File: src/rtl/keyed_watchdog_timer_defines.svh
`ifndef KEYED_WATCHDOG_TIMER_DEFINES_SVH
`define KEYED_WATCHDOG_TIMER_DEFINES_SVH

// Register byte offsets
`define WDT_OFS_MODE 5'h00
`define WDT_OFS_CONFIG 5'h04
`define WDT_OFS_RESTART 5'h08
`define WDT_OFS_STATUS 5'h0c
`define WDT_OFS_IRQ_STATUS 5'h10
`define WDT_OFS_IRQ_CLEAR 5'h14
`define WDT_OFS_IRQ_ENABLE 5'h18

// Mode register fields
`define WDT_MODE_KEY_MSB 15
`define WDT_MODE_KEY_LSB 4
`define WDT_MODE_KEY 12'h234
`define WDT_MODE_PIN_BIT 3
`define WDT_MODE_IRQ_BIT 2
`define WDT_MODE_RST_BIT 1
`define WDT_MODE_EN_BIT 0

// Tick and preload config fields
`define WDT_CFG_KEY_MSB 15
`define WDT_CFG_KEY_LSB 7
`define WDT_CFG_KEY 9'h06e
`define WDT_CFG_PRE_MSB 5
`define WDT_CFG_PRE_LSB 2
`define WDT_CFG_SEL_MSB 1
`define WDT_CFG_SEL_LSB 0

// Restart key and preload low part
`define WDT_RESTART_KEY 16'hc071
`define WDT_PRELOAD_LOW 12'hfff

// Divider masks for select codes 0..3 (divide by 32, 128, 1024, 4096)
`define WDT_DIV_MASK_0 12'h01f
`define WDT_DIV_MASK_1 12'h07f
`define WDT_DIV_MASK_2 12'h3ff
`define WDT_DIV_MASK_3 12'hfff

// Overflow pin pulse length in master clock cycles
`define WDT_PIN_PULSE_CYCLES 4'h8

// Event bits of the interrupt status register
`define WDT_EVT_OVERFLOW 0
`define WDT_EVT_BADKEY 1

// Reset values
`define WDT_RST_MODE 4'h0
`define WDT_RST_PRE 4'h0
`define WDT_RST_SEL 2'h0
`define WDT_RST_COUNT 16'h0fff

`endif

File: src/rtl/keyed_watchdog_timer_pkg.sv
package keyed_watchdog_timer_pkg;

  // Whole state of the watchdog, registered in one place
  typedef struct packed {
    logic pinEn;
    logic interrupt_on_overflow;
    logic reset_on_overflow;
    logic wdEn;
    logic [3:0] preHigh;
    logic [1:0] divSel;
    logic [15:0] count;
    logic [11:0] prescale;
    logic ovfFlag;
    logic [3:0] pinCnt;
    logic pinN;
    logic irqPulse;
    logic rstPulse;
    logic [1:0] evtStat;
    logic [1:0] evtEn;
    logic irqLevel;
    logic waitReq;
    logic [31:0] rdata;
  } wdt_state_t;

endpackage

File: src/rtl/keyed_watchdog_timer.sv
`timescale 1ns/1ps
`include "keyed_watchdog_timer_defines.svh"
// Contract
// - Overflow with reset enable set raises the internal system reset request.
// - Overflow with interrupt enable set emits one pulse toward the interrupt controller.
// - Overflow with pin enable set drives overflow pin low for 8 clocks.
// - Timing element is a 16-bit down counter stepped by the divided tick.
// - Restart loads low twelve bits ones, bits 15:12 from the preload nibble.
// - Select codes 0..3 give ticks at clock divided by 32, 128, 1024, 4096.
// - Mode and config bits take effect only with the right key in the same write; interrupt enable bits take no key.
// - Mode register accepts writes only with key 0x234; key reads as zero.
// - Config register accepts writes only with key 0x06E; key reads as zero.
// - Master enable clear suppresses all overflow outputs.
// - Writing 0xC071 to restart register reloads counter; other values leave it alone but set the bad-key event.
// - Overflow flag sets on overflow, cleared by restart or reset.
module keyed_watchdog_timer (
  // Clock and reset
  input wire logic clk,
  input wire logic rst_b,
  // Avalon-MM slave
  input wire logic [4:0] address,
  input wire logic read,
  input wire logic write,
  input wire logic [31:0] writedata,
  input wire logic [3:0] byteenable,
  output logic [31:0] readdata,
  output logic waitrequest,
  // Overflow outputs
  output logic overflowInterruptOut,
  output logic sysResetReq,
  output logic overflowPin_n,
  // Event interrupt
  output logic irq
);

  keyed_watchdog_timer_pkg::wdt_state_t stQ;
  keyed_watchdog_timer_pkg::wdt_state_t stD;

  logic tickNow;
  logic ovfEvent;
  logic wrAcc;
  logic lowHalf;
  logic modeWrite;
  logic cfgWrite;
  logic modeKeyOk;
  logic cfgKeyOk;
  logic restartHit;
  logic restartBad;
  logic [1:0] evtSet;
  logic [1:0] evtClr;

  // Tick when the prescaler's low bits for the selected divisor are all ones
  function automatic logic div_tick(input logic [11:0] pre, input logic [1:0] sel);
    logic [11:0] mask;
    mask = `WDT_DIV_MASK_3;
    case (sel)
      2'h0: mask = `WDT_DIV_MASK_0;
      2'h1: mask = `WDT_DIV_MASK_1;
      2'h2: mask = `WDT_DIV_MASK_2;
      default: mask = `WDT_DIV_MASK_3;
    endcase
    return (pre & mask) == mask;
  endfunction

  // Request decode; an access completes at the edge where waitrequest is low
  assign wrAcc = write && !stQ.waitReq;
  assign lowHalf = byteenable[1:0] == 2'h3;
  assign modeWrite = wrAcc && lowHalf && address == `WDT_OFS_MODE;
  assign cfgWrite = wrAcc && lowHalf && address == `WDT_OFS_CONFIG;
  assign modeKeyOk = writedata[`WDT_MODE_KEY_MSB:`WDT_MODE_KEY_LSB] == `WDT_MODE_KEY;
  assign cfgKeyOk = writedata[`WDT_CFG_KEY_MSB:`WDT_CFG_KEY_LSB] == `WDT_CFG_KEY;
  assign restartHit = wrAcc && lowHalf && address == `WDT_OFS_RESTART
    && writedata[15:0] == `WDT_RESTART_KEY;
  assign restartBad = wrAcc && address == `WDT_OFS_RESTART && !restartHit;

  // Tick and overflow detection
  assign tickNow = div_tick(stQ.prescale, stQ.divSel);
  assign ovfEvent = tickNow && stQ.wdEn && stQ.count == 16'h0000;

  // Interrupt events: overflow and any rejected keyed write
  assign evtSet[`WDT_EVT_OVERFLOW] = ovfEvent;
  assign evtSet[`WDT_EVT_BADKEY] = (modeWrite && !modeKeyOk) || (cfgWrite && !cfgKeyOk) || restartBad;
  assign evtClr = (wrAcc && address == `WDT_OFS_IRQ_CLEAR) ? writedata[1:0] : 2'h0;

  // Next-state logic for the whole block
  always_comb begin
    stD = stQ;
    // Bus handshake: one wait cycle, then the access completes
    stD.waitReq = 1'b1;
    if ((read || write) && stQ.waitReq) begin
      stD.waitReq = 1'b0;
    end
    // Read data is captured with the wait cycle so it stands at completion
    if (read && stQ.waitReq) begin
      if (address == `WDT_OFS_MODE) begin
        stD.rdata = {28'h0000000, stQ.pinEn, stQ.interrupt_on_overflow, stQ.reset_on_overflow, stQ.wdEn};
      end else if (address == `WDT_OFS_CONFIG) begin
        stD.rdata = {26'h0000000, stQ.preHigh, stQ.divSel};
      end else if (address == `WDT_OFS_STATUS) begin
        stD.rdata = {31'h00000000, stQ.ovfFlag};
      end else if (address == `WDT_OFS_IRQ_STATUS) begin
        stD.rdata = {30'h00000000, stQ.evtStat};
      end else if (address == `WDT_OFS_IRQ_ENABLE) begin
        stD.rdata = {30'h00000000, stQ.evtEn};
      end else begin
        stD.rdata = 32'h00000000;
      end
    end
    // Keyed control writes; a bad key leaves the register untouched
    if (modeWrite && modeKeyOk) begin
      stD.pinEn = writedata[`WDT_MODE_PIN_BIT];
      stD.interrupt_on_overflow = writedata[`WDT_MODE_IRQ_BIT];
      stD.reset_on_overflow = writedata[`WDT_MODE_RST_BIT];
      stD.wdEn = writedata[`WDT_MODE_EN_BIT];
    end
    if (cfgWrite && cfgKeyOk) begin
      stD.preHigh = writedata[`WDT_CFG_PRE_MSB:`WDT_CFG_PRE_LSB];
      stD.divSel = writedata[`WDT_CFG_SEL_MSB:`WDT_CFG_SEL_LSB];
    end
    if (wrAcc && byteenable[0] && address == `WDT_OFS_IRQ_ENABLE) begin
      stD.evtEn = writedata[1:0];
    end
    // Free-running prescaler shared by all divisor taps
    stD.prescale = stQ.prescale + 12'h001;
    // Down counter; restart has priority over a coincident tick
    if (restartHit) begin
      stD.count = {stQ.preHigh, `WDT_PRELOAD_LOW};
    end else if (tickNow && stQ.wdEn) begin
      stD.count = stQ.count - 16'h0001;
    end
    // Overflow flag: overflow wins over a restart in the same cycle
    if (ovfEvent) begin
      stD.ovfFlag = 1'b1;
    end else if (restartHit) begin
      stD.ovfFlag = 1'b0;
    end
    // Overflow outputs, all gated by the master enable through ovfEvent
    stD.irqPulse = ovfEvent && stQ.interrupt_on_overflow;
    stD.rstPulse = ovfEvent && stQ.reset_on_overflow;
    if (ovfEvent && stQ.pinEn) begin
      stD.pinCnt = `WDT_PIN_PULSE_CYCLES;
    end else if (stQ.pinCnt != 4'h0) begin
      stD.pinCnt = stQ.pinCnt - 4'h1;
    end
    stD.pinN = stD.pinCnt == 4'h0;
    // Sticky events, a set in the clearing cycle survives
    stD.evtStat = (stQ.evtStat & ~evtClr) | evtSet;
    stD.irqLevel = |(stD.evtStat & stD.evtEn);
  end

  // State register
  always_ff @(posedge clk or negedge rst_b) begin
    if (!rst_b) begin
      stQ <= '{pinEn: 1'b0, interrupt_on_overflow: 1'b0, reset_on_overflow: 1'b0, wdEn: 1'b0,
               preHigh: `WDT_RST_PRE, divSel: `WDT_RST_SEL, count: `WDT_RST_COUNT,
               prescale: 12'h000, ovfFlag: 1'b0, pinCnt: 4'h0, pinN: 1'b1,
               irqPulse: 1'b0, rstPulse: 1'b0, evtStat: 2'h0, evtEn: 2'h0,
               irqLevel: 1'b0, waitReq: 1'b1, rdata: 32'h00000000};
    end else begin
      stQ <= stD;
    end
  end

  // Outputs straight from the state register
  assign readdata = stQ.rdata;
  assign waitrequest = stQ.waitReq;
  assign overflowInterruptOut = stQ.irqPulse;
  assign sysResetReq = stQ.rstPulse;
  assign overflowPin_n = stQ.pinN;
  assign irq = stQ.irqLevel;
endmodule

File: config.mk
export PLATFORM = sky130hd
export DESIGN_NAME = keyed_watchdog_timer
export DESIGN_NICKNAME = d
export VERILOG_FILES = /design/src/rtl/keyed_watchdog_timer_pkg.sv /design/src/rtl/keyed_watchdog_timer.sv
export VERILOG_INCLUDE_DIRS = /design/src /design/src/rtl
export SDC_FILE = /design/constraint.sdc
export NUM_CORES = 1
export LEC_CHECK = 0
export ABC_AREA = 0
export BUFFER_PORTS_ARGS = -buffer_cell sky130_fd_sc_hd__buf_2
export CAP_MARGIN = 40
export CORE_AREA = 2 2 60 104
export DETAILED_ROUTE_END_ITERATION = 16
export DIE_AREA = 0 0 62 106
export GPL_TIMING_DRIVEN = 1
export PLACE_DENSITY = 0.86
export SLEW_MARGIN = 10
export SYNTH_ARGS = -nofsm -noshare
export SYNTH_HDL_FRONTEND = slang
export SYNTH_SLANG_ARGS = --single-unit
export TNS_END_PERCENT = 50
File: constraint.sdc
create_clock -name clk -period 3.5 [get_ports clk]
set_input_delay 0.175 -clock clk [delete_from_list [all_inputs] [get_ports clk]]
set_output_delay 0.175 -clock clk [all_outputs]
set_load 0.005 [all_outputs]
==> results of run 1 <==
-- cells in the final DEF (no fill, tap or decap), drive strengths merged, types with 3 or more instances in the layout --
master / netlist / layout
dfrtp: 44 / 44
buf: 35 / 39
nand2: 32 / 32
conb: 1 / 26
nor2: 19 / 19
mux2: 17 / 17
dfstp: 14 / 14
clkbuf: 3 / 14
xor2: 13 / 13
nand3: 12 / 12
xnor2: 12 / 12
nand4: 10 / 10
nor3: 9 / 9
o21ai: 7 / 7
inv: 6 / 6
and3: 5 / 5
nand2b: 5 / 5
and2: 5 / 5
a21oi: 5 / 5
nor4b: 4 / 4
a21boi: 4 / 4
nand4b: 4 / 4
ha: 4 / 4
or4: 4 / 4
nor4: 4 / 4
and4: 3 / 3
and4b: 3 / 3
nor2b: 3 / 3
a22oi: 3 / 3
-- flip-flops by register name, indices dropped and copies added, names as in the netlist --
signal and cells:
overflowInterruptOut 1, irq 1, sysResetReq 1, overflowPin_n 1, waitrequest 1, stQ 47
readdata 6
-- per-stage QoR --
stage / total power, mW / cell area, µm² / hold slack, ps / cells / util
finish: 1.326 / 3510 / 21.12 / 431 / 0.6065
global route: 1.376 / 3510 / 38.71 / 431 / 0.6065
CTS: 1.335 / 3510 / 11.60 / 431 / 0.6065
detailed placement: 0.7784 / 3307 / 226.6 / 413 / 0.5715
global placement: 0.7766 / 3307 / 218.2 / 413 / 0.5715
floorplan: 0.7539 / 3274 / -120.6 / 334 / -
-- layer usage --
| layer | share of wire | vias up | wire (µm) |
|---|---|---|---|
| met5 | 0 | - | 0 |
| met4 | 0.035 | 0 | 221 |
| met3 | 0.047 | 22 | 293 |
| met2 | 0.53 | 83 | 3323 |
| met1 | 0.38 | 1154 | 2394 |
| li1 | - | 1112 | - |
-- critical path, delay by kind of cell (launching register included) --
kind | cells | cell delay, ps
AND/OR/NAND/NOR | 4 | 1170
adder cells (fa/ha/maj) | 1 | 240
flip-flops | 1 | 390
AO/OA/AOI/OAI | 1 | 230
-- final timing paths --
path	start	slack, ps	cells past startpoint	to
max in group asynchronous	rst_b	2260	3	stQ[58]$_DFFE_PN1P_
setup / recovery	stQ[46]$_DFF_PN0_	1360	6	irq$_DFF_PN0_
setup reg to reg	stQ[46]$_DFF_PN0_	1360	6	irq$_DFF_PN0_
hold / removal	write	20	2	waitrequest$_DFF_PN1_
hold reg to reg	stQ[46]$_DFF_PN0_	450	1	stQ[46]$_DFF_PN0_
min in group asynchronous	rst_b	390	2	stQ[70]$_DFFE_PN0P_
-- kinds of logic after synthesis --
logic type,count (synthesis)
AOI/OAI and AO/OA,30
xor gates and xnor gates,25
adders and majority gates,4
buffers and inverters,44
DFF,58
muxes,19
other,1
and+or+nand+nor,128
-- final cells by class --
cell class                 count  area, µm²
clock buffer                  14      172.7
clock inverter                 2      10.01
fill                         473       2277
inverter                       6      22.52
multi-input combinational    232       1518
sequential                    58       1469
tap                           78      97.59
timing repair buffer          41      220.2
-- power by group --
part	internal (mW)	switching (mW)
clock network	0.313	0.244
logic	0.0301	0.0528
registers	0.681	0.00481
-- timing repair --
| action | in CTS | in global routing |
|---|---|---|
| resized for setup | 0 | 0 |
| endpoints found under the setup margin | 0 | 0 |
| hold buffers | 2 | 0 |
| endpoints found under the hold margin | 18 | 0 |
| setup buffers | 0 | 0 |
==> results.env, run 1 <==
RESULT_OF_THE_RUN='finished clean'
FINALMAXSLEWVIOLATIONS=0
POST_SYNTH_XOR_AREA_FRACTION=0.06884
SYNTH_AREA_MM2=0.003181
ANTENNA_VIOLATIONS_BEFORE_REPAIR=0
LAYOUT_WORST_PATH_CYCLE_SHARE=0.6112
ROUTABILITYCONGESTION=0.8748
FINAL_HOLD_VIOL_COUNT=0
CTS_HTREE_LEVELS=3
SYNTHESIS.INSTANCES=309
DR.PASS1.ITERS=4
SYNTH_ENABLE_FLOP_CELLS=0
CPMOSTUSEDCELL='and4_1'
POWER.LEAKAGE_nW=1.622
NUMCTSBUFFERS=9
YOSYSMOSTFREQUENTCELL='dfrtp_1'
SYNTHDOMINANTCELLAREASHARE=0.3462
DIE_Y_UM=106
SETUP_VIOLATIONS=0
ANTENNA_CELLS=0
TOTALNEGATIVESETUPSLACK_PS=0
NETLIST-CELL-TYPE-COUNT=52
BOUNDARYPINS=82
TRITONCTS='yes'
FINAL.SETUP.WORST_SLACK_PS=1361
TOTAL_CLOCK_SINKS=58
DETAIL-ROUTE-ANTENNA-NETS=0
SYNTH_SEQ_AREA_SHARE=0.4618
DESIGN.DIE.AREA_MM2=0.006572
ASYNC_RESET_FF_FRAC=1.000
AREA.GROWTH.SYNTH_TO_FINAL_PCT=10.35
FINAL_PERIOD_MINUS_WORST_SETUP_SLACK_PS=2139
DIEWIDTH_UM=62
HPWLAFTERDP_UM=4552
NETS=397
PLACEMENT_ROWS=37
GRT_UTIL_MET3=0.04258
DRC=0
CRITPATHLAUNCHTYPE='flop'
YOSYS-TOP-CELLS-AREA='dfrtp_1 35%, dfstp_2 12%, buf_4 7.6%'
SYNTHDOMINANTAREACELLTYPE='dfrtp_1'
TIMING.SLEW.HEADROOM=0.5738
COMBINATIONAL_FAMILY_WITH_THE_MOST_AREA_AFTER_SYNTHESIS='simple AND/OR/NAND/NOR gates'
TIMING.CRITICAL_PATH.SLOWEST_CELL_DELAY_PS=390
ARRIVAL_PS=2370
YOSYS-MUX-AREA-FRACTION=0.06648
WORST_EP_REQUIRED_TIME_PS=3730
ROUTE.DETAILED.VIAS_PER_INST=5.501
CTS_BUFFER_DEPTH=2
POSTSYNTHAREAPERCELL_UM2=10.29
POWER_PER_CELL_AREA_mW_PER_MM2=377.8
GR-USAGE-ALL-LAYERS=0.2146
GRTUSAGEMET2=0.3475
SYNTHTOPCELLSBYCOUNT='44 x dfrtp_1, 32 x buf_4, 32 x nand2_1'
MAXIMUM_FANOUT_ALONG_THE_WORST_PATH=9
MAX_SLEW.WORST_PIN.SLEW_PS=634.5
BUSIEST_LAYER='met2'
SYNTH_FA_HA_AREA_FRAC=0.01574
YOSYS_WARNINGS=0
GLOBAL_ROUTE.USAGE.MET1=0.2557
WORSTSKEWPAIRLATENCY_PS=340
YS_FF_LATCH=58
CTS.CLK_SLEW.WORST_PATHS_PS=70
GRT_PASS1_WL_UM=10450
DRIVE_GT1_FRAC=0.2578
WORSTPATHCELLLIST='ha_1 -> and4_1 -> and2_1 -> and4_1 -> or2_2 -> a22o_1'
MAXCLOCKFREQUENCY_GHz=0.4675
SYNTH_AREA_IN_COMPOUND_GATES=0.06412
DRV.MAX_CAP_VIOLATION_COUNT=0
TIMING_WORST_SETUP_PATH_TYPE='flop to flop'
TIMING.CRITICAL_PATH.SLOWEST_STAGE_CELL='dfrtp_1'
HOLDCRITPATHCLASS='input port to flop'
UNREPAIRED_SETUP_ENDPOINTS_AFTER_GLOBAL_ROUTING='false'
GRT_START_MAX_NET_PINS=31
SYNTH_SIMPLE_GATE_AREA_SHARE=0.2313
CLOCK_SKEW_PS=10.12
PEAKVDDDROP_uV=320.6
CRIT_PATH_END_KIND='flop'
DP_WORST_SETUP_SLACK_PS=1353
DRT_FIRST_ITER_VIOLATIONS=91
SYNTH_TOP_FLOP_CELL='dfrtp_1'
NUMPORTBUFFERS=37
FLOORPLAN.CORE_AREA_MM2=0.005787
START_UTIL=0.5496
GRT_OVERFLOW=0
CTS_ROOT_BUF='clkbuf_8'
ROUTED_WIRE_LENGTH_PER_INSTANCE_UM=14.46
DRT-TOTAL-WL_UM=6233
NUM_VIAS=2371
FIRST_GLOBAL_VIAS=2293
No activity file was read; power rests on OpenSTA's default activity.
==> run 2: changes to the inputs <==
--- a/config.mk
+++ b/config.mk
@@ -6,14 +6,14 @@
 export SDC_FILE = /design/constraint.sdc
 export NUM_CORES = 1
 export LEC_CHECK = 0
-export ABC_AREA = 0
+export ABC_AREA = 1
 export BUFFER_PORTS_ARGS = -buffer_cell sky130_fd_sc_hd__buf_2
 export CAP_MARGIN = 40
-export CORE_AREA = 2 2 60 104
+export CORE_AREA = 2 2 67 117
 export DETAILED_ROUTE_END_ITERATION = 16
-export DIE_AREA = 0 0 62 106
+export DIE_AREA = 0 0 69 119
 export GPL_TIMING_DRIVEN = 1
-export PLACE_DENSITY = 0.86
+export PLACE_DENSITY = 0.79
 export SLEW_MARGIN = 10
 export SYNTH_ARGS = -nofsm -noshare
 export SYNTH_HDL_FRONTEND = slang
==> constraint.sdc (replaced) <==
create_clock -name clk -period 1.8 [get_ports clk]
set_input_delay 0.09 -clock clk [delete_from_list [all_inputs] [get_ports clk]]
set_output_delay 0.09 -clock clk [all_outputs]
set_load 0.005 [all_outputs]
==> run 2 against run 1 <==
Against the previous run: synthesized cell count up 51%; clock skew down 6.9 ps; sequential share of layout area down 5.3 points; sequential cell count unchanged; sequential power up 98%; wire length up 27%; via count up 31%; first-iteration DRC count up 51%; die area up 25%; non-clock buffer count up 2; largest power group is now clock; highest routed layer unchanged.
==> results.env, run 2 <==
ARRIVAL_PS=1880  # was 2370 ps
TIMING.REG2REG.WORST_PATH_DEPTH=9  # was 6
DRIVE_GT1_FRAC=0.1806  # was 0.2578
MOSTFREQUENTLAYOUTCELLS='106 x nand2_1, 63 x nor2_1, 58 x inv_1'  # was 44 x dfrtp_1, 37 x buf_2, 32 x nand2_1
CTS.CLK_SLEW.WORST_PATHS_PS=50  # was 70 ps
HOLDCRITPATHCLASS='input port to flop'  # unchanged
ASYNC_RESET_FF_FRAC=1.000  # unchanged
YOSYS-TOP-CELLS-AREA='dfrtp_1 31%, nand2_1 11%, dfstp_2 10%'  # was dfrtp_1 35%, dfstp_2 12%, buf_4 7.6%
NETS=559  # was 397
DRV.MAX_CAP_VIOLATION_COUNT=0  # unchanged
LAYOUT_COMMONEST_CELL='nand2_1'  # was dfrtp_1
FINALMAXSLEWVIOLATIONS=0  # unchanged
ROUTABILITYCONGESTION=0.9272  # was 0.8748
SYNTHESIS.INSTANCES=467  # was 309
YOSYS_WARNINGS=0  # unchanged
SYNTH_ENABLE_FLOP_CELLS=0  # unchanged
DRT-TOTAL-WL_UM=7908  # was 6233 µm
ROUTED_WIRE_LENGTH_PER_INSTANCE_UM=13.11  # was 14.46 µm
CTS_ROOT_BUF='clkbuf_16'  # was clkbuf_8
FINAL_PERIOD_MINUS_WORST_SETUP_SLACK_PS=1639  # was 2139 ps
TIMING_WORST_SETUP_PATH_TYPE='flop to flop'  # unchanged
DETAIL-ROUTE-ANTENNA-NETS=0  # unchanged
CTS_BUFFER_DEPTH=2  # unchanged
LAYOUT_WORST_PATH_CYCLE_SHARE=0.9103  # was 0.6112
WORST_HOLD_PATH.NUM_CELLS=3  # was 2
FIRST_GLOBAL_VIAS=3097  # was 2,293
DIEWIDTH_UM=69  # was 62 µm
NUMCTSBUFFERS=9  # unchanged
POST_CTS.REPAIR.SETUP_BUFFERS=0  # unchanged
DRT_FIRST_ITER_VIOLATIONS=137  # was 91
CRIT_PATH_END_KIND='flop'  # unchanged
YOSYSMOSTFREQUENTCELL='nand2_1'  # was dfrtp_1
SYNTH_SEQ_AREA_SHARE=0.4188  # was 0.4618
TIMING.SLEW.HEADROOM=0.6094  # was 0.5738
PLACEMENT_ROWS=42  # was 37
HPWLAFTERDP_UM=5795  # was 4552 µm
WORSTSKEWPAIRLATENCY_PS=320  # was 340 ps
WORST_EP_REQUIRED_TIME_PS=2040  # was 3730 ps
PLACED_CELLS=584  # was 413
BOUNDARYPINS=82  # unchanged
NETLIST-CELL-TYPE-COUNT=33  # was 52
LARGEST_REGISTER_FF_COUNT=47  # unchanged
FLOORPLAN.CORE_AREA_MM2=0.007357  # was 0.005787 mm²
SYNTH_TOP_FLOP_CELL='dfrtp_1'  # unchanged
PEAKVDDDROP_uV=578.5  # was 320.6 µV
POSTSYNTHAREAPERCELL_UM2=7.510  # was 10.29 µm²
WORSTREG2REGSTART='stQ[46]$_DFF_PN0_'  # unchanged
ROUTE.DETAILED.VIAS_PER_INST=5.167  # was 5.501
FINAL_HOLD_VIOL_COUNT=0  # unchanged
DR.PASS1.ITERS=7  # was 4
TOTALNEGATIVESETUPSLACK_PS=0  # unchanged
TOTAL_CLOCK_SINKS=58  # unchanged
TRITONCTS='yes'  # unchanged
SYNTHDOMINANTCELLAREASHARE=0.3139  # was 0.3462
MAX_FLOP_REGISTER='stQ'  # unchanged
NUM_VIAS=3116  # was 2,371
AREA_TAKEN_BY_FLIP_FLOPS_AND_LATCHES_MM2=0.001469  # unchanged
NUMPORTBUFFERS=37  # unchanged
MAX_SLEW.WORST_PIN.SLEW_PS=585.9  # was 634.5 ps
CTS_HTREE_LEVELS=3  # unchanged
START_UTIL=0.4767  # was 0.5496
GRT_START_MAX_NET_PINS=37  # was 31
GRT_PASS1_WL_UM=13500  # was 10,450 µm
GR-USAGE-ALL-LAYERS=0.2030  # was 0.2146
FIN_CELLS=603  # was 431
RESULT_OF_THE_RUN='finished clean'  # unchanged
MAXIMUM_FANOUT_ALONG_THE_WORST_PATH=11  # was 9
CLOCK_SKEW_PS=3.174  # was 10.12 ps
MAXCLOCKFREQUENCY_GHz=0.6103  # was 0.4675 GHz
MULTI_INPUT_GATE_AREA_IN_THE_FINAL_LAYOUT_MM2=0.001642  # was 0.001518 mm²
YS_FF_LATCH=58  # unchanged
POWER.LEAKAGE_nW=2.034  # was 1.622 nW
DESIGN.DIE.AREA_MM2=0.008211  # was 0.006572 mm²
MIN_DELAY_WORST_ENDPOINT='stQ[76]$_DFFE_PN0P_'  # was waitrequest$_DFF_PN1_
DIE_Y_UM=119  # was 106 µm
DRC=0  # unchanged
SETUP_VIOLATIONS=0  # unchanged
SYNTHTOPCELLSBYCOUNT='107 x nand2_1, 63 x nor2_1, 58 x inv_1'  # was 44 x dfrtp_1, 32 x buf_4, 32 x nand2_1
AREA.GROWTH.SYNTH_TO_FINAL_PCT=14.56  # was 10.35%
CRITPATHLAUNCHTYPE='flop'  # unchanged
SYNTH_AREA_MM2=0.003507  # was 0.003181 mm²
POWER_PER_CELL_AREA_mW_PER_MM2=844.2  # was 377.8 mW/mm²
NFILLCELLS=681  # was 473
SYNTHDOMINANTAREACELLTYPE='dfrtp_1'  # unchanged
HOLDCRITSTARTPOINT='writedata[2]'  # was write
ANTENNA_VIOLATIONS_BEFORE_REPAIR=0  # unchanged
ANTENNA_CELLS=0  # unchanged
UNREPAIRED_SETUP_ENDPOINTS_AFTER_GLOBAL_ROUTING='false'  # unchanged
CRIT-REG2REG-CAPTURE='stQ[65]$_DFFE_PN1P_'  # was irq$_DFF_PN0_
P_TOTAL_mW=3.391  # was 1.326 mW
GRT_OVERFLOW=0  # unchanged
REGTOREGSETUPSLACK_PS=160  # was 1360 ps
-- run 2: changes by cell type in the layout (fill, tap and decap cells not counted), sizes merged, moves of 5 or more --
cell / delta
o21ai: +19
mux2: -17
a21oi: +5
and3: -5
inv: +53
nor2: +47
xnor2: -8
nand3: +44
and2: -5
nand2: +79
nand2b: -5
xor2: -5
-- run 2: worst max-delay path by stage --
| stage | from | endpoint |
|---|---|---|
| after global routing | stQ[46]$_DFF_PN0_ | stQ[65]$_DFFE_PN1P_ |
| final | stQ[46]$_DFF_PN0_ | stQ[65]$_DFFE_PN1P_ |
| after CTS | stQ[46]$_DFF_PN0_ | stQ[65]$_DFFE_PN1P_ |
| after global placement | stQ[58]$_DFFE_PN1P_ | stQ[72]$_DFFE_PN0P_ |
| after floorplan | stQ[58]$_DFFE_PN1P_ | stQ[72]$_DFFE_PN0P_ |
| after detailed placement | stQ[46]$_DFF_PN0_ | stQ[66]$_DFFE_PN1P_ |
-- run 2: critical path, stage by stage (launching register included) --
cell and delay [ps]:
dfrtp_1 370, ha_1 220, nand3_2 100, nor2_2 170, nand3_2 120, nor2b_4 180
buf_4 200, nand2_1 70, nand2_1 60, nand3_1 60
-- run 2: logic make-up (layout without fill, tap and decap cells) --
| logic type | Yosys count | count (layout) | synth area share |
|---|---|---|---|
| AND/OR/NAND/NOR | 259 | 259 | 0.3371 |
| buffers and inverters | 96 | 119 | 0.1441 |
| adder cells (fa/ha/maj) | 4 | 4 | 0.01427 |
| AO/OA/AOI/OAI | 37 | 37 | 0.05459 |
| flip-flops | 58 | 58 | 0.4188 |
| XOR/XNOR | 12 | 12 | 0.02997 |
| other | 1 | 26 | 0.001069 |
-- run 2: routing by layer --
metal,vias up,routed length [µm],GRT usage
met5,-,0,0
met4,0,283,0.1127
met3,19,356,0.03469
met2,104,4317,0.3756
met1,1487,2950,0.2120
li1,1506,-,-
-- run 2: report_power, final --
| part | total (mW) | internal (mW) | leakage, nW | switching [mW] |
|---|---|---|---|---|
| clock | 1.81 | 1.24 | 0.156 | 0.570 |
| sequential | 1.36 | 1.34 | 0.729 | 0.0175 |
| combinational | 0.220 | 0.0770 | 1.15 | 0.143 |
| total | 3.39 | 2.66 | 2.03 | 0.731 |
-- run 2: final cells by class --
cell class,count,area share
Multi-Input combinational cell,338,0.4086
Inverter,60,0.05637
Sequential cell,58,0.3656
Timing Repair Buffer,43,0.06229
Clock inverter,5,0.01931
Clock buffer,11,0.06042
Tap cell,88,0.02741
-- run 2: stage by stage --
step	worst slack, ps	hold slack (ps)	area [µm²]	utilization
floorplan	324.6	-205.6	3601	-
global placement	152.7	112.4	3652	0.4964
CTS	90.70	71.33	4003	0.5440
finish	161.4	82.97	4018	0.5461
detailed placement	108.5	119.3	3652	0.4964
global route	27.23	83.05	4018	0.5461
-- run 2: timing repair --
action,4_1_cts,5_1_grt
gates resized for setup,0,4
endpoints found under the hold margin,10,0
hold buffers,3,0
setup endpoints to repair,0,7
==> run 3: changes to the inputs <==
--- a/config.mk
+++ b/config.mk
@@ -10,6 +10,7 @@
 export BUFFER_PORTS_ARGS = -buffer_cell sky130_fd_sc_hd__buf_2
 export CAP_MARGIN = 40
 export CORE_AREA = 2 2 67 117
+export CTS_BUF_LIST = sky130_fd_sc_hd__clkbuf_16
 export DETAILED_ROUTE_END_ITERATION = 16
 export DIE_AREA = 0 0 69 119
 export GPL_TIMING_DRIVEN = 1
==> run 3 against run 2 <==
Against the previous run: combinational power about the same; fmax grew 0.61%; wire length decreased by 0.68%; global-route usage is 0.053 points higher; utilization down 0.14 points; total power down 1.5%; first-iteration DRC count increased by 18%; hold slack got worse by 0.77 ps; die area unchanged; cell count did not move; clock skew is 0.87 ps higher; clock power fell by 3%.
==> results.env, run 3 (synthesis results as in run 2) <==
RESULT_OF_THE_RUN='finished clean'  # unchanged
WORSTREG2REGSTART='stQ[46]$_DFF_PN0_'  # unchanged
MAXCLOCKFREQUENCY_GHz=0.6140  # was 0.6103 GHz
WORSTSKEWPAIRLATENCY_PS=320  # about the same
MOSTFREQUENTLAYOUTCELLS='106 x nand2_1, 63 x nor2_1, 59 x inv_1'  # was 106 x nand2_1, 63 x nor2_1, 58 x inv_1
CTS_HTREE_LEVELS=3  # unchanged
ANTENNA_VIOLATIONS_BEFORE_REPAIR=0  # unchanged
WORSTPATHCELLLIST='ha_1 -> nand3_2 -> nor2_2 -> nand3_2 -> nor2b_4 -> buf_4 -> nand2_1 -> nand2_1 -> nand3_1'  # unchanged
NETS=559  # unchanged
ROUTED_WIRE_LENGTH_PER_INSTANCE_UM=13.02  # was 13.11 µm
ANTENNA_CELLS=0  # unchanged
TOTAL_CLOCK_SINKS=58  # unchanged
PLACEMENT_ROWS=42  # unchanged
DR.PASS1.ITERS=4  # was 7
FIRST_GLOBAL_VIAS=3103  # was 3,097
DETAIL-ROUTE-ANTENNA-NETS=0  # unchanged
POWER.LEAKAGE_nW=2.033  # was 2.034 nW
POST_CTS.REPAIR.SETUP_BUFFERS=0  # unchanged
ARRIVAL_PS=1870  # was 1880 ps
FINALMAXSLEWVIOLATIONS=0  # unchanged
DRT_FIRST_ITER_VIOLATIONS=162  # was 137
PEAKVDDDROP_uV=584.2  # was 578.5 µV
LARGEST_REGISTER_FF_COUNT=47  # unchanged
MAX_FLOP_REGISTER='stQ'  # unchanged
DESIGN.DIE.AREA_MM2=0.008211  # unchanged
GRT_OVERFLOW=0  # unchanged
BOUNDARYPINS=82  # unchanged
TIMING.CRITICAL_PATH.SLOWEST_CELL_DELAY_PS=370  # about the same
FLOORPLAN.CORE_AREA_MM2=0.007357  # unchanged
HOLDCRITPATHCLASS='input port to flop'  # unchanged
HPWLAFTERDP_UM=5795  # unchanged
HOLDCRITSTARTPOINT='writedata[2]'  # unchanged
DRV.MAX_CAP_VIOLATION_COUNT=0  # unchanged
GRT_PASS1_WL_UM=13540  # was 13,500 µm
CTS_BUFFER_DEPTH=2  # unchanged
CRITPATHLAUNCHTYPE='flop'  # unchanged
TRITONCTS='yes'  # unchanged
FIN_WORST_HOLD_SLACK_PS=82.20  # was 82.97 ps
TIMING.CRITICAL_PATH.SLOWEST_STAGE_CELL='dfrtp_1'  # unchanged
DIEWIDTH_UM=69  # unchanged
SETUP_VIOLATIONS=0  # unchanged
FINAL_PERIOD_MINUS_WORST_SETUP_SLACK_PS=1629  # was 1639 ps
DRT-TOTAL-WL_UM=7854  # was 7908 µm
AREA.GROWTH.SYNTH_TO_FINAL_PCT=14.27  # was 14.56%
MIN_DELAY_WORST_ENDPOINT='stQ[76]$_DFFE_PN0P_'  # unchanged
DRIVE_GT1_FRAC=0.1786  # was 0.1806
ROUTABILITYCONGESTION=0.9272  # unchanged
WORST_EP_REQUIRED_TIME_PS=2050  # was 2040 ps
LAYOUT_COMMONEST_CELL='nand2_1'  # unchanged
UNREPAIRED_SETUP_ENDPOINTS_AFTER_GLOBAL_ROUTING='false'  # unchanged
FINAL.SETUP.WORST_SLACK_PS=171.4  # was 161.4 ps
P_TOTAL_mW=3.342  # was 3.391 mW
TIMING_WORST_SETUP_PATH_TYPE='flop to flop'  # unchanged
DIE_Y_UM=119  # unchanged
MAX_SLEW.WORST_PIN.SLEW_PS=575.7  # was 585.9 ps
GRT_START_MAX_NET_PINS=37  # unchanged
TIMING.REG2REG.WORST_PATH_DEPTH=9  # unchanged
TIMING.CRITICAL_PATH.BUF_INV=1  # unchanged
DRC=0  # unchanged
FINAL_HOLD_VIOL_COUNT=0  # unchanged
START_UTIL=0.4767  # unchanged
GR-USAGE-ALL-LAYERS=0.2035  # was 0.2030
CTS_ROOT_BUF='clkbuf_16'  # unchanged
NUMPORTBUFFERS=37  # unchanged
NUMCTSBUFFERS=9  # unchanged
POST-ROUTE-UTIL=0.5447  # was 0.5461
MAXIMUM_FANOUT_ALONG_THE_WORST_PATH=11  # unchanged
ROUTE.DETAILED.VIAS_PER_INST=5.166  # was 5.167
WORST_HOLD_PATH.NUM_CELLS=3  # unchanged
NUM_VIAS=3115  # was 3,116
TIMING.SLEW.HEADROOM=0.6162  # was 0.6094
CRIT_PATH_END_KIND='flop'  # unchanged
CLOCK_SKEW_PS=4.044  # was 3.174 ps
CRIT_FAMILY='simple AND/OR/NAND/NOR gates'  # unchanged
LAYOUT_WORST_PATH_CYCLE_SHARE=0.9048  # was 0.9103
POWER_PER_CELL_AREA_mW_PER_MM2=833.9  # was 844.2 mW/mm²
CRIT-REG2REG-CAPTURE='stQ[66]$_DFFE_PN1P_'  # was stQ[65]$_DFFE_PN1P_
REGTOREGSETUPSLACK_PS=170  # was 160 ps
CTS.CLK_SLEW.WORST_PATHS_PS=50  # about the same
TOTALNEGATIVESETUPSLACK_PS=0  # unchanged
DP_WORST_SETUP_SLACK_PS=108.5  # unchanged
==> run 3: metrics by stage <==
stage / cell area, µm² / std cells
floorplan: 3601 / 492
global placement: 3652 / 584
detailed placement: 3652 / 584
CTS: 3993 / 603
global route: 4008 / 603
finish: 4008 / 603
==> run 3: how the worst max path moves through the flow <==
stage | endpoint | cells after the start | startpoint | slack [ps]
floorplan | stQ[72]$_DFFE_PN0P_ | 10 | stQ[58]$_DFFE_PN1P_ | 320
global placement | stQ[72]$_DFFE_PN0P_ | 10 | stQ[58]$_DFFE_PN1P_ | 150
detailed placement | stQ[66]$_DFFE_PN1P_ | 9 | stQ[46]$_DFF_PN0_ | 110
CTS | stQ[65]$_DFFE_PN1P_ | 9 | stQ[46]$_DFF_PN0_ | 90
global route | stQ[65]$_DFFE_PN1P_ | 9 | stQ[46]$_DFF_PN0_ | 30
finish | stQ[66]$_DFFE_PN1P_ | 9 | stQ[46]$_DFF_PN0_ | 170
==> run 3: worst min-delay path, stage by stage <==
cell     delay, ps
buf_2          120
inv_1           80
o21ai_1         70
==> run 3: cell type report <==
class / count / area [µm²]
multi-input combinational: 338 / 1642
inverter: 60 / 226.5
tap: 88 / 110.1
fill: 685 / 3349
clock inverter: 7 / 85.08
sequential: 58 / 1469
timing repair buffer: 43 / 250.2
clock buffer: 9 / 225.2
==> run 3: routing by layer <==
layer,up-vias,GRT usage,part of all wire
li1,1509,-,-
met5,-,0,0
met2,103,0.3762,0.55
met4,0,0.1127,0.040
met3,22,0.03469,0.054
met1,1481,0.2131,0.36
==> run 3: what timing repair did <==
item	CTS	global route
gates resized for setup	0	4
endpoints found under the setup margin	0	7
hold endpoints to repair	10	0
hold buffers	3	0
==> run 3: power breakdown <==
group	leakage (nW)	switching [mW]	internal (mW)	total, mW
Clock	0.154	0.570	1.19	1.76
Combinational	1.15	0.143	0.0770	0.220
Sequential	0.729	0.0178	1.34	1.36
Total	2.03	0.730	2.61	3.34
